--- config.mk ---
export PLATFORM = sky130hd
export DESIGN_NAME = latched_shifter
export DESIGN_NICKNAME = d
export VERILOG_FILES = /design/src/hdl/shifter_pkg.sv /design/src/hdl/latched_shifter.sv
export SDC_FILE = /design/constraint.sdc
export NUM_CORES = 1
export LEC_CHECK = 0
export ABC_AREA = 1
export BUFFER_PORTS_ARGS = -buffer_cell sky130_fd_sc_hd__buf_2
export CAP_MARGIN = 10
export CORE_MARGIN = 5
export CORE_UTILIZATION = 30
export CTS_BUF_LIST = sky130_fd_sc_hd__clkbuf_4 sky130_fd_sc_hd__clkbuf_8
export DETAILED_ROUTE_END_ITERATION = 10
export SLEW_MARGIN = 0
export SYNTH_ARGS = -nofsm -noshare
export SYNTH_HDL_FRONTEND = slang
export SYNTH_SLANG_ARGS = --single-unit
--- constraint.sdc ---
create_clock -name core_clk_in -period 1 [get_ports core_clk_in]
set_input_delay 0.05 -clock core_clk_in [delete_from_list [all_inputs] [get_ports core_clk_in]]
set_output_delay 0.05 -clock core_clk_in [all_outputs]
set_load 0.1 [all_outputs]
--- src/hdl/shifter_pkg.sv ---
// Purpose: shared constants and carrier types for the latched serial shifter
// Assumes: one system clock; pin-side clocks are sampled, not used as clocks
// Notes: none
`default_nettype none
package shifter_pkg;
   localparam int WIDTH = 8;
   localparam logic [7:0] SHIFT_RESET = 8'h00;
   localparam logic [7:0] STORE_RESET = 8'h00;
   localparam logic [1:0] SYNC_RESET = 2'h0;
   localparam logic [1:0] CLEAR_SYNC_RESET = 2'h3;
   localparam logic [1:0] ENABLE_SYNC_RESET = 2'h3;

   typedef struct packed {
      logic serial_in;
      logic shift_clock;
      logic storage_clock;
      logic shift_clear_n;
      logic output_enable_n;
   } pins_t;

   typedef struct packed {
      logic [7:0] data;
      logic [7:0] data_oe;
      logic serial_out;
   } outs_t;
endpackage : shifter_pkg
`default_nettype wire

--- src/hdl/latched_shifter.sv ---
// Purpose: serial-in shift register feeding a storage register with tri-state outputs
// Assumes: pin inputs are asynchronous to core_clk_in and are synchronised here
// Notes: clock edges are detected on synchronised pin levels, so pins must be slow
// Function
// - eight-stage shift register, one bit per shift clock, only the last stage visible directly
// - eight-bit storage register drives parallel outputs through tri-state drivers
// - shift register advances only on rising edge of its own clock
// - on shift edge without clear, stages move up, first takes serial input
// - low clear resets shift register after the pin sync delay, overrides shifting, serial output 0
// - storage clock rising edge copies whole shift register into storage
// - enable high makes parallel outputs high impedance, low drives storage contents
// - with both clocks tied, storage lags shift register by one pulse
// - serial output carries last stage for cascading
`timescale 1ns/1ps
`default_nettype none
module latched_shifter
   import shifter_pkg::*;
(
   // clock, reset, enable
   input wire logic core_clk_in,
   input wire logic reset_in,
   input wire logic clk_en_in,
   // device pins
   input wire shifter_pkg::pins_t pins_in,
   // parallel and serial outputs
   output wire shifter_pkg::outs_t outs_out
);
   import shifter_pkg::*;

   typedef struct packed {
      logic [1:0] ser_sync;
      logic [1:0] sck_sync;
      logic [1:0] rck_sync;
      logic [1:0] clr_sync;
      logic [1:0] oe_sync;
      logic sck_prev;
      logic rck_prev;
      logic [7:0] shift;
      logic [7:0] store;
   } state_t;

   state_t state_q;
   state_t state_d;
   logic sck_rise;
   logic rck_rise;
   logic clear_now;

   // the second sync stage is the only one read by logic
   assign sck_rise = state_q.sck_sync[1] & ~state_q.sck_prev;
   assign rck_rise = state_q.rck_sync[1] & ~state_q.rck_prev;
   assign clear_now = ~state_q.clr_sync[1];

   always_comb begin
      state_d = state_q;
      state_d.ser_sync = {state_q.ser_sync[0], pins_in.serial_in};
      state_d.sck_sync = {state_q.sck_sync[0], pins_in.shift_clock};
      state_d.rck_sync = {state_q.rck_sync[0], pins_in.storage_clock};
      state_d.clr_sync = {state_q.clr_sync[0], pins_in.shift_clear_n};
      state_d.oe_sync = {state_q.oe_sync[0], pins_in.output_enable_n};
      state_d.sck_prev = state_q.sck_sync[1];
      state_d.rck_prev = state_q.rck_sync[1];
      // storage samples the old shift value, giving the one-pulse lag when tied
      if (rck_rise) begin
         state_d.store = state_q.shift;
      end
      if (clear_now) begin
         state_d.shift = SHIFT_RESET;
      end else if (sck_rise) begin
         state_d.shift = {state_q.shift[6:0], state_q.ser_sync[1]};
      end
   end

   always_ff @(posedge core_clk_in or posedge reset_in) begin
      if (reset_in) begin
         state_q <= '0;
         state_q.sck_sync <= SYNC_RESET;
         state_q.rck_sync <= SYNC_RESET;
         // idle pin levels, so no false edge or clear follows reset
         state_q.clr_sync <= CLEAR_SYNC_RESET;
         state_q.oe_sync <= ENABLE_SYNC_RESET;
         state_q.shift <= SHIFT_RESET;
         state_q.store <= STORE_RESET;
      end else if (clk_en_in) begin
         state_q <= state_d;
      end
   end

   // bit 0 is the first stage and first output
   assign outs_out.data = state_q.store;
   // clear acts through the sync delay; a true async clear would need a pin-clocked design
   assign outs_out.serial_out = state_q.shift[WIDTH-1] & ~clear_now;
   assign outs_out.data_oe = {8{~state_q.oe_sync[1]}};

   a_clear_zeroes_out: assert property (@(posedge core_clk_in) disable iff (reset_in)
      clear_now |-> !outs_out.serial_out)
      else $error("serial out high during clear");

   a_clear_empties: assert property (@(posedge core_clk_in) disable iff (reset_in)
      (clk_en_in && clear_now) |=>
      (state_q.shift == SHIFT_RESET))
      else $error("shift register not cleared");

   a_clear_pin_lat: assert property (@(posedge core_clk_in) disable iff (reset_in)
      (clk_en_in && !pins_in.shift_clear_n) [*2] |=>
      !outs_out.serial_out)
      else $error("clear reached serial out late");

   a_serial_rises: assert property (@(posedge core_clk_in) disable iff (reset_in)
      $rose(outs_out.serial_out) |->
      $past(clk_en_in && sck_rise))
      else $error("serial out rose without shift");
   a_clear_keeps_store: assert property (@(posedge core_clk_in) disable iff (reset_in)
      (clk_en_in && clear_now && !rck_rise) |=> $stable(state_q.store))
      else $error("storage changed by clear");

   a_clear_store_rck: assert property (@(posedge core_clk_in) disable iff (reset_in)
      (clk_en_in && clear_now && rck_rise) |=>
      (outs_out.data == $past(state_q.shift)))
      else $error("storage lost pre-clear value");
   a_store_copies_shift: assert property (@(posedge core_clk_in) disable iff (reset_in)
      (clk_en_in && rck_rise) |=> (outs_out.data == $past(state_q.shift)))
      else $error("storage did not load shift value");

   a_store_bit0: assert property (@(posedge core_clk_in) disable iff (reset_in)
      (clk_en_in && rck_rise) |=>
      (outs_out.data[0] == $past(state_q.shift[0])))
      else $error("first output not first stage");

   a_store_bit7: assert property (@(posedge core_clk_in) disable iff (reset_in)
      (clk_en_in && rck_rise) |=>
      (outs_out.data[7] == $past(state_q.shift[7])))
      else $error("last output not last stage");

   a_store_reload: assert property (@(posedge core_clk_in) disable iff (reset_in)
      (clk_en_in && rck_rise) |=>
      (outs_out.data[7:1] == $past(state_q.shift[7:1])))
      else $error("storage upper bits not loaded");

   a_rck_single: assert property (@(posedge core_clk_in) disable iff (reset_in)
      (clk_en_in && rck_rise) |=>
      !rck_rise)
      else $error("storage edge seen twice");
   a_shift_moves_up: assert property (@(posedge core_clk_in) disable iff (reset_in)
      (clk_en_in && sck_rise && !clear_now) |=>
      (state_q.shift == {$past(state_q.shift[6:0]), $past(state_q.ser_sync[1])}))
      else $error("shift step wrong");

   a_first_stage: assert property (@(posedge core_clk_in) disable iff (reset_in)
      (clk_en_in && sck_rise && !clear_now) |=>
      (state_q.shift[0] == $past(state_q.ser_sync[1])))
      else $error("first stage missed serial bit");

   a_shift_top: assert property (@(posedge core_clk_in) disable iff (reset_in)
      (clk_en_in && sck_rise && !clear_now) |=>
      (state_q.shift[7] == $past(state_q.shift[6])))
      else $error("last stage missed its neighbour");

   a_sck_single: assert property (@(posedge core_clk_in) disable iff (reset_in)
      (clk_en_in && sck_rise) |=>
      !sck_rise)
      else $error("shift edge seen twice");
   a_shift_holds_idle: assert property (@(posedge core_clk_in) disable iff (reset_in)
      (clk_en_in && !sck_rise && !clear_now) |=> $stable(state_q.shift))
      else $error("shift moved without edge");

   a_rck_no_shift: assert property (@(posedge core_clk_in) disable iff (reset_in)
      (clk_en_in && rck_rise && !sck_rise && !clear_now) |=>
      $stable(state_q.shift))
      else $error("storage edge moved shift register");

   a_freeze_state: assert property (@(posedge core_clk_in) disable iff (reset_in)
      !clk_en_in |=>
      $stable(state_q))
      else $error("state moved while disabled");

   a_shift_changed: assert property (@(posedge core_clk_in) disable iff (reset_in)
      $changed(state_q.shift) |->
      $past(clk_en_in && (sck_rise || clear_now)))
      else $error("shift changed without cause");
   a_oe_follows_pin: assert property (@(posedge core_clk_in) disable iff (reset_in)
      (clk_en_in && !pins_in.output_enable_n) [*3] |-> (outs_out.data_oe == 8'hff))
      else $error("outputs not enabled");

   a_oe_off_pin: assert property (@(posedge core_clk_in) disable iff (reset_in)
      (clk_en_in && pins_in.output_enable_n) [*3] |->
      (outs_out.data_oe == 8'h00))
      else $error("outputs not released");

   a_oe_all_bits: assert property (@(posedge core_clk_in) disable iff (reset_in)
      clk_en_in |->
      (outs_out.data_oe == {8{outs_out.data_oe[0]}}))
      else $error("output enables disagree");

   a_oe_changed: assert property (@(posedge core_clk_in) disable iff (reset_in)
      $changed(outs_out.data_oe) |->
      $past(clk_en_in))
      else $error("enable moved while disabled");
   a_serial_last_stage: assert property (@(posedge core_clk_in) disable iff (reset_in)
      !clear_now |-> (outs_out.serial_out == state_q.shift[7]))
      else $error("serial out not last stage");

   a_lag_tied: assert property (@(posedge core_clk_in) disable iff (reset_in)
      (clk_en_in && rck_rise && sck_rise && !clear_now) |=>
      (outs_out.data[6:0] == state_q.shift[7:1]))
      else $error("storage not one pulse behind");
   a_store_holds_idle: assert property (@(posedge core_clk_in) disable iff (reset_in)
      (clk_en_in && !rck_rise) |=> $stable(outs_out.data))
      else $error("storage moved without edge");

   // only a storage edge may move the parallel data outputs, whatever the pins do
   a_rck_edge: assert property (@(posedge core_clk_in) disable iff (reset_in)
      $changed(outs_out.data) |->
      $past(clk_en_in && rck_rise))
      else $error("storage changed without edge");

   // two edges in reset, since the first may be the one that applies it
   a_reset_idle: assert property (@(posedge core_clk_in)
      reset_in [*2] |->
      (outs_out.data == STORE_RESET && outs_out.data_oe == 8'h00 && !outs_out.serial_out))
      else $error("outputs not idle in reset");
endmodule : latched_shifter
`default_nettype wire

==> results of run 1 <==
power by group:
group / internal [W] / switching (W) / total, W / leakage, nW
Clock: 0.000352 / 0.000335 / 0.000687 / 0.0288
Combinational: 0.000235 / 0.000550 / 0.000785 / 0.434
Sequential: 0.00121 / 0.0000547 / 0.00126 / 0.360
Total: 0.00179 / 0.000940 / 0.00273 / 0.822
cells in the final DEF, fill, tap and decap left out:
cell type	count
nand2_1	24
dfrtp_1	24
inv_1	15
o21ai_2	9
buf_6	9
buf_12	9
nand3_1	8
nand3_2	8
buf_2	7
buf_4	7
dlygate4sd3_1	6
o21ai_0	5
clkbuf_8	4
dfstp_2	4
nor2_1	3
a21oi_1	3
nand3_4	3
o21ai_1	3
clkinvlp_4	3
nand2_2	1
nor2_4	1
inv_6	1
nand2_8	1
inv_2	1
nand2_4	1
buf_8	1
layout make-up:
class,count,area (um2)
Fill cell,390,2271
Sequential cell,28,705.7
Multi-Input combinational cell,70,456.7
Timing Repair Buffer,39,444.2
Inverter,19,83.83
Tap cell,50,62.56
Clock buffer,4,55.05
Timing Repair inverter,1,7.507
per-layer routing:
metal | track usage | vias to the layer above
met2 | 0.1553 | 11
li1 | - | 466
met4 | 0.05243 | 0
met3 | 0.01979 | 4
met5 | 0 | -
met1 | 0.1079 | 407
sequential cells by signal, indices dropped and copies added, names as in the netlist:
signal	count
state_q	13
state_d	7
outs_out	8
what timing repair did:
item,in CTS,in global routing
hold buffers,6,0
pin swaps,9,4
setup buffers,2,1
endpoints found under the hold margin,29,0
setup endpoints to repair,17,26
cloned,0,2
gates resized for setup,22,17
logic make-up after synthesis:
logic type	synth area share
flops	0.5492
compound gates	0.1013
buf+inv	0.1714
simple gates	0.1782
Yosys cell counts (2+ instances only):
master | instances | area [um2]
o21ai_1 | 3 | 15.01
nand2_1 | 26 | 97.59
buf_4 | 17 | 127.6
o21ai_2 | 8 | 70.07
buf_2 | 2 | 10.01
inv_1 | 19 | 71.32
dfrtp_1 | 24 | 600.6
o21ai_0 | 6 | 30.03
nor2_1 | 3 | 11.26
dfstp_2 | 4 | 105.1
nand3_1 | 17 | 85.08
a21oi_1 | 3 | 15.01
worst reg2reg max path, stage by stage, from the launching register on:
cell        delay [ps]
dfstp_2            590
clkinvlp_4         160
buf_6              150
o21ai_2             90
metrics by stage:
step           hold slack (ps)  total power (W)  setup slack, ps
5_1_grt                  186.9         0.002860           -351.6
3_5_place_dp             133.8         0.001901           -48.59
6_report                 150.7         0.002734           -296.5
4_1_cts                  100.2         0.002683           -302.6
3_3_place_gp             124.8         0.001895           -20.05
2_1_floorplan            112.4         0.001829           -468.5
how the worst max path moves through the flow:
stage / end / depth (start not counted) / slack (ps) / startpoint
3_5_place_dp: state_q[12] / 4 / -50 / state_q[21]
2_1_floorplan: outs_out[2] / 2 / -470 / state_q[19]
6_report: outs_out[5] / 2 / -300 / state_q[19]
4_1_cts: outs_out[4] / 2 / -300 / state_q[19]
5_1_grt: outs_out[1] / 2 / -350 / state_q[19]
3_3_place_gp: state_q[9] / 4 / -20 / state_q[21]
==> flow_summary.json, run 1 <==
{
  "wl_met3_um": 71,
  "clock-sinks": 28,
  "grt_first_pass_wirelength_mm": 3.960,
  "hold_viol": 0,
  "place_inst": 196,
  "crit_family": "flip-flops",
  "cts_root_buf": "clkbuf_8",
  "vias_per_cell": 4.209,
  "r2r_end": "state_q[19]",
  "path_cells": "clkinvlp_4 -> buf_6",
  "start_util": 0.3145,
  "wl_met1_mm": 1.001,
  "std_cell_rows": 23,
  "synth_edf_count": 0,
  "post_drt_wl_per_cell_um": 11.16,
  "ys.flop_type": "dfrtp_1",
  "grt_antenna_before_repair": 0,
  "r2r-start": "state_q[19]",
  "skew_ps": 5.318,
  "power_density_mw_per_mm2": 1506,
  "grt_max_degree": 29,
  "postSynthAreaPerCell_um2": 9.448,
  "power_leakage_nw": 0.8219,
  "arrival_ps": 1250,
  "post-route-util": 0.4443,
  "hp-class": "in2reg",
  "synth.ff_latch_count": 28,
  "synth-seq-area-share": 0.5492,
  "fin_crit_sh": 1.297,
  "dp_hpwl_mm": 1.446,
  "violations": "setup timing",
  "drcViolationCount": 0,
  "synthArstFlopShare": 1.000,
  "final-max-slew-violation-count": 0,
  "fin_ws_ps": -296.5,
  "overflow": 0,
  "die_h_um": 75.45,
  "outcome": "finished with violations",
  "layout-drive-gt1-share": 0.4348,
  "dieArea_mm2": 0.005692,
  "dr_total_vias": 888,
  "cts_made_buffers": 3,
  "routed_wl_mm": 2.354,
  "cp-end-kind": "output pin",
  "maxCapViolCount": 0,
  "ys.warnings.count": 0,
  "tightest_slew_ps": 353.5,
  "critPathLaunchType": "register",
  "reg2reg_slack_ps": -40,
  "min_path_cells": 3,
  "ys_types": 16,
  "core_area_mm2": 0.004086,
  "max-vdd-ir-drop_uv": 507.9,
  "clk_transition_reported_paths_ps": 90,
  "nets": 170,
  "cts_tree": "built",
  "ant_nets": 0,
  "htreeDepth": 1,
  "top_layer": "met4",
  "design_area_mm2": 0.001815,
  "setup-tns-final_ps": -2709,
  "crit_type": "reg2out",
  "slew_headroom": 0.7644,
  "drtPass1Iterations": 3,
  "gp_congestion": 0.7090,
  "area_growth_pct": 41.29,
  "finalSetupViolCount": 18,
  "pin_count": 25,
  "crit_slowest_cell": "dfstp_2",
  "grt_pass1_vias": 901,
  "grt_use_total": 0.09208,
  "slowest_delay_ps": 590,
  "io_buffers": 24,
  "netlist_area_mm2": 0.001285,
  "final_cells": 211,
  "holdPathEnd": "state_q[16]",
  "min_from": "clk_en_in",
  "min_period_ps": 1297,
  "max_freq_ghz": 0.7713,
  "die_w_um": 75.45,
  "cp_max_fo": 5,
  "clock_latency_ps": 270,
  "rsz0062_at_grt": "true",
  "cp.required_ps": 950,
  "path_buf_inv": 2,
  "netlist_instances": 136,
  "n_antenna_cell": 0,
  "placed_area_mm2": 0.001516,
  "ctsLongestPathBuffers": 2,
  "reg2reg_depth": 3,
  "syn-num-nets": 144,
  "met2_length_mm": 1.228,
  "drt_iter0_markers": 29
}
(Power assumes the default switching activity.)
==> run 2: changes to the inputs <==
--- a/config.mk
+++ b/config.mk
@@ -7,5 +7,4 @@
 export LEC_CHECK = 0
 export ABC_AREA = 1
-export BUFFER_PORTS_ARGS = -buffer_cell sky130_fd_sc_hd__buf_2
 export CAP_MARGIN = 10
 export CORE_MARGIN = 5
@@ -13,4 +12,6 @@
 export CTS_BUF_LIST = sky130_fd_sc_hd__clkbuf_4 sky130_fd_sc_hd__clkbuf_8
 export DETAILED_ROUTE_END_ITERATION = 10
+export DONT_BUFFER_PORTS = 1
+export REMOVE_ABC_BUFFERS = 1
 export SLEW_MARGIN = 0
 export SYNTH_ARGS = -nofsm -noshare
==> constraint.sdc (replaced) <==
create_clock -name core_clk_in -period 1 [get_ports core_clk_in]
set_input_delay 0.1 -clock core_clk_in [delete_from_list [all_inputs] [get_ports core_clk_in]]
set_output_delay 0.1 -clock core_clk_in [all_outputs]
set_load 0.1 [all_outputs]
==> flow_summary.json, run 2 (same netlist as run 1, synthesis figures left out) <==
{
  "outcome": "finished with violations",
  "violations": "hold timing, setup timing",
  "fin_ws_ps": -228.4,
  "min_from": "clk_en_in",
  "power_leakage_nw": 0.7372,
  "path_buf_inv": 2,
  "startpoint": "state_q[19]",
  "die_h_um": 75.45,
  "cts_made_buffers": 3,
  "post_drt_wl_per_cell_um": 11.23,
  "slowest_delay_ps": 580,
  "dr_total_vias": 837,
  "hold_viol": 12,
  "std_cell_rows": 23,
  "ctsLongestPathBuffers": 2,
  "maxCapViolCount": 0,
  "cp-end-kind": "output pin",
  "die_w_um": 75.45,
  "power_density_mw_per_mm2": 1555,
  "grt_max_degree": 29,
  "gp_congestion": 0.7787,
  "min_period_ps": 1228,
  "cp.required_ps": 900,
  "use_met3": 0.03298,
  "final-max-slew-violation-count": 0,
  "cts_tree": "built",
  "fin_hold_ws_ps": -112.2,
  "finalSetupViolCount": 13,
  "htreeDepth": 1,
  "crit_slowest_cell": "dfstp_2",
  "cts_hold_buf": 1,
  "core_area_mm2": 0.004086,
  "layout-drive-gt1-share": 0.3857,
  "top_register": "state_q",
  "io_buffers": 0,
  "overflow": 0,
  "slew_headroom": 0.7721,
  "top_usage_layer": "met2",
  "r2r-start": "state_q[21]",
  "crit_family": "flip-flops",
  "fin_crit_sh": 1.228,
  "largest_reg_flops": 13,
  "rsz0062_at_grt": "true",
  "drt_iter0_markers": 17,
  "nets": 149,
  "cp_max_fo": 4,
  "vias_per_cell": 4.405,
  "grt_use_total": 0.07735,
  "use_met1": 0.08850,
  "grt_pass1_vias": 797,
  "placed_area_mm2": 0.001476,
  "area_growth_pct": 28.92,
  "crit_type": "reg2out",
  "drtPass1Iterations": 4,
  "clock-sinks": 28,
  "gr-usage-met2": 0.1400,
  "tightest_slew_ps": 341.9,
  "routed_wl_mm": 2.134,
  "critPathLaunchType": "register",
  "clk_transition_reported_paths_ps": 80,
  "place_inst": 182,
  "hp-class": "in2reg",
  "final_cells": 190,
  "grt_antenna_before_repair": 0,
  "power_w": 0.002576,
  "dieArea_mm2": 0.005692,
  "drcViolationCount": 0,
  "arrival_ps": 1130,
  "start_util": 0.3145,
  "skew_ps": 5.901,
  "clock_latency_ps": 270,
  "grt_first_pass_wirelength_mm": 3.387,
  "ant_nets": 0,
  "nFillCells": 405,
  "cts_root_buf": "clkbuf_8",
  "mostFrequentLayoutCells": "nand2_1 (24), dfrtp_1 (24), inv_1 (15)",
  "max_freq_ghz": 0.8141,
  "design_area_mm2": 0.001657,
  "n_antenna_cell": 0,
  "max-vdd-ir-drop_uv": 1053,
  "preCtsSetupSlack_ps": -50.74,
  "dp_hpwl_mm": 1.403,
  "pin_count": 25,
  "path_cells": "inv_8 -> buf_12"
}
## run 2: repair_timing
action                                  in CTS  in global routing
hold endpoints to repair                    36                 12
resized for setup                           14                 10
pin swaps                                    9                  6
gates cloned                                 0                  1
buffers inserted                             1                  1
endpoints found under the setup margin      17                 29
## run 2: through the flow
step           setup TNS (ps)    util  hold WS, ps
2_1_floorplan          -37980       -        157.0
6_report                -1999  0.4054       -112.2
4_1_cts                 -2122  0.3916       -121.6
3_3_place_gp           -1.566  0.3613        70.00
5_1_grt                 -2629  0.4054       -131.7
3_5_place_dp           -244.9  0.3613        77.18
## run 2: path summary, 6_finish.rpt
check / depth (start not counted) / endpoint / slack [ps]
setup / recovery: 2 / outs_out[6] / -230
hold / removal: 1 / state_d[21] / -110
setup reg to reg: 5 / state_q[9] / -30
hold reg to reg: 2 / state_d[19] / 470
max in group asynchronous: 3 / state_d[19] / 370
min in group asynchronous: 3 / outs_out[11] / 330
## run 2: final cells by class
class | instances | area [um2] | area share
flip-flops and latches | 28 | 705.7 | 0.4260
well taps | 50 | 62.56 | 0.03776
clock buffers | 4 | 48.80 | 0.02946
repair buffers | 19 | 302.8 | 0.1828
multi-input cells | 70 | 452.9 | 0.2734
inverters | 19 | 83.83 | 0.05060
## run 2: routing by layer
layer	up-vias	share of wire
met2	20	0.49
met5	-	0
met4	0	0.0023
met3	2	0.064
met1	394	0.45
li1	421	-
## run 2: power by group
group | switching (W) | internal [W] | total (W)
Clock | 0.000310 | 0.000312 | 0.000622
Sequential | 0.0000544 | 0.00121 | 0.00126
Combinational | 0.000514 | 0.000179 | 0.000693
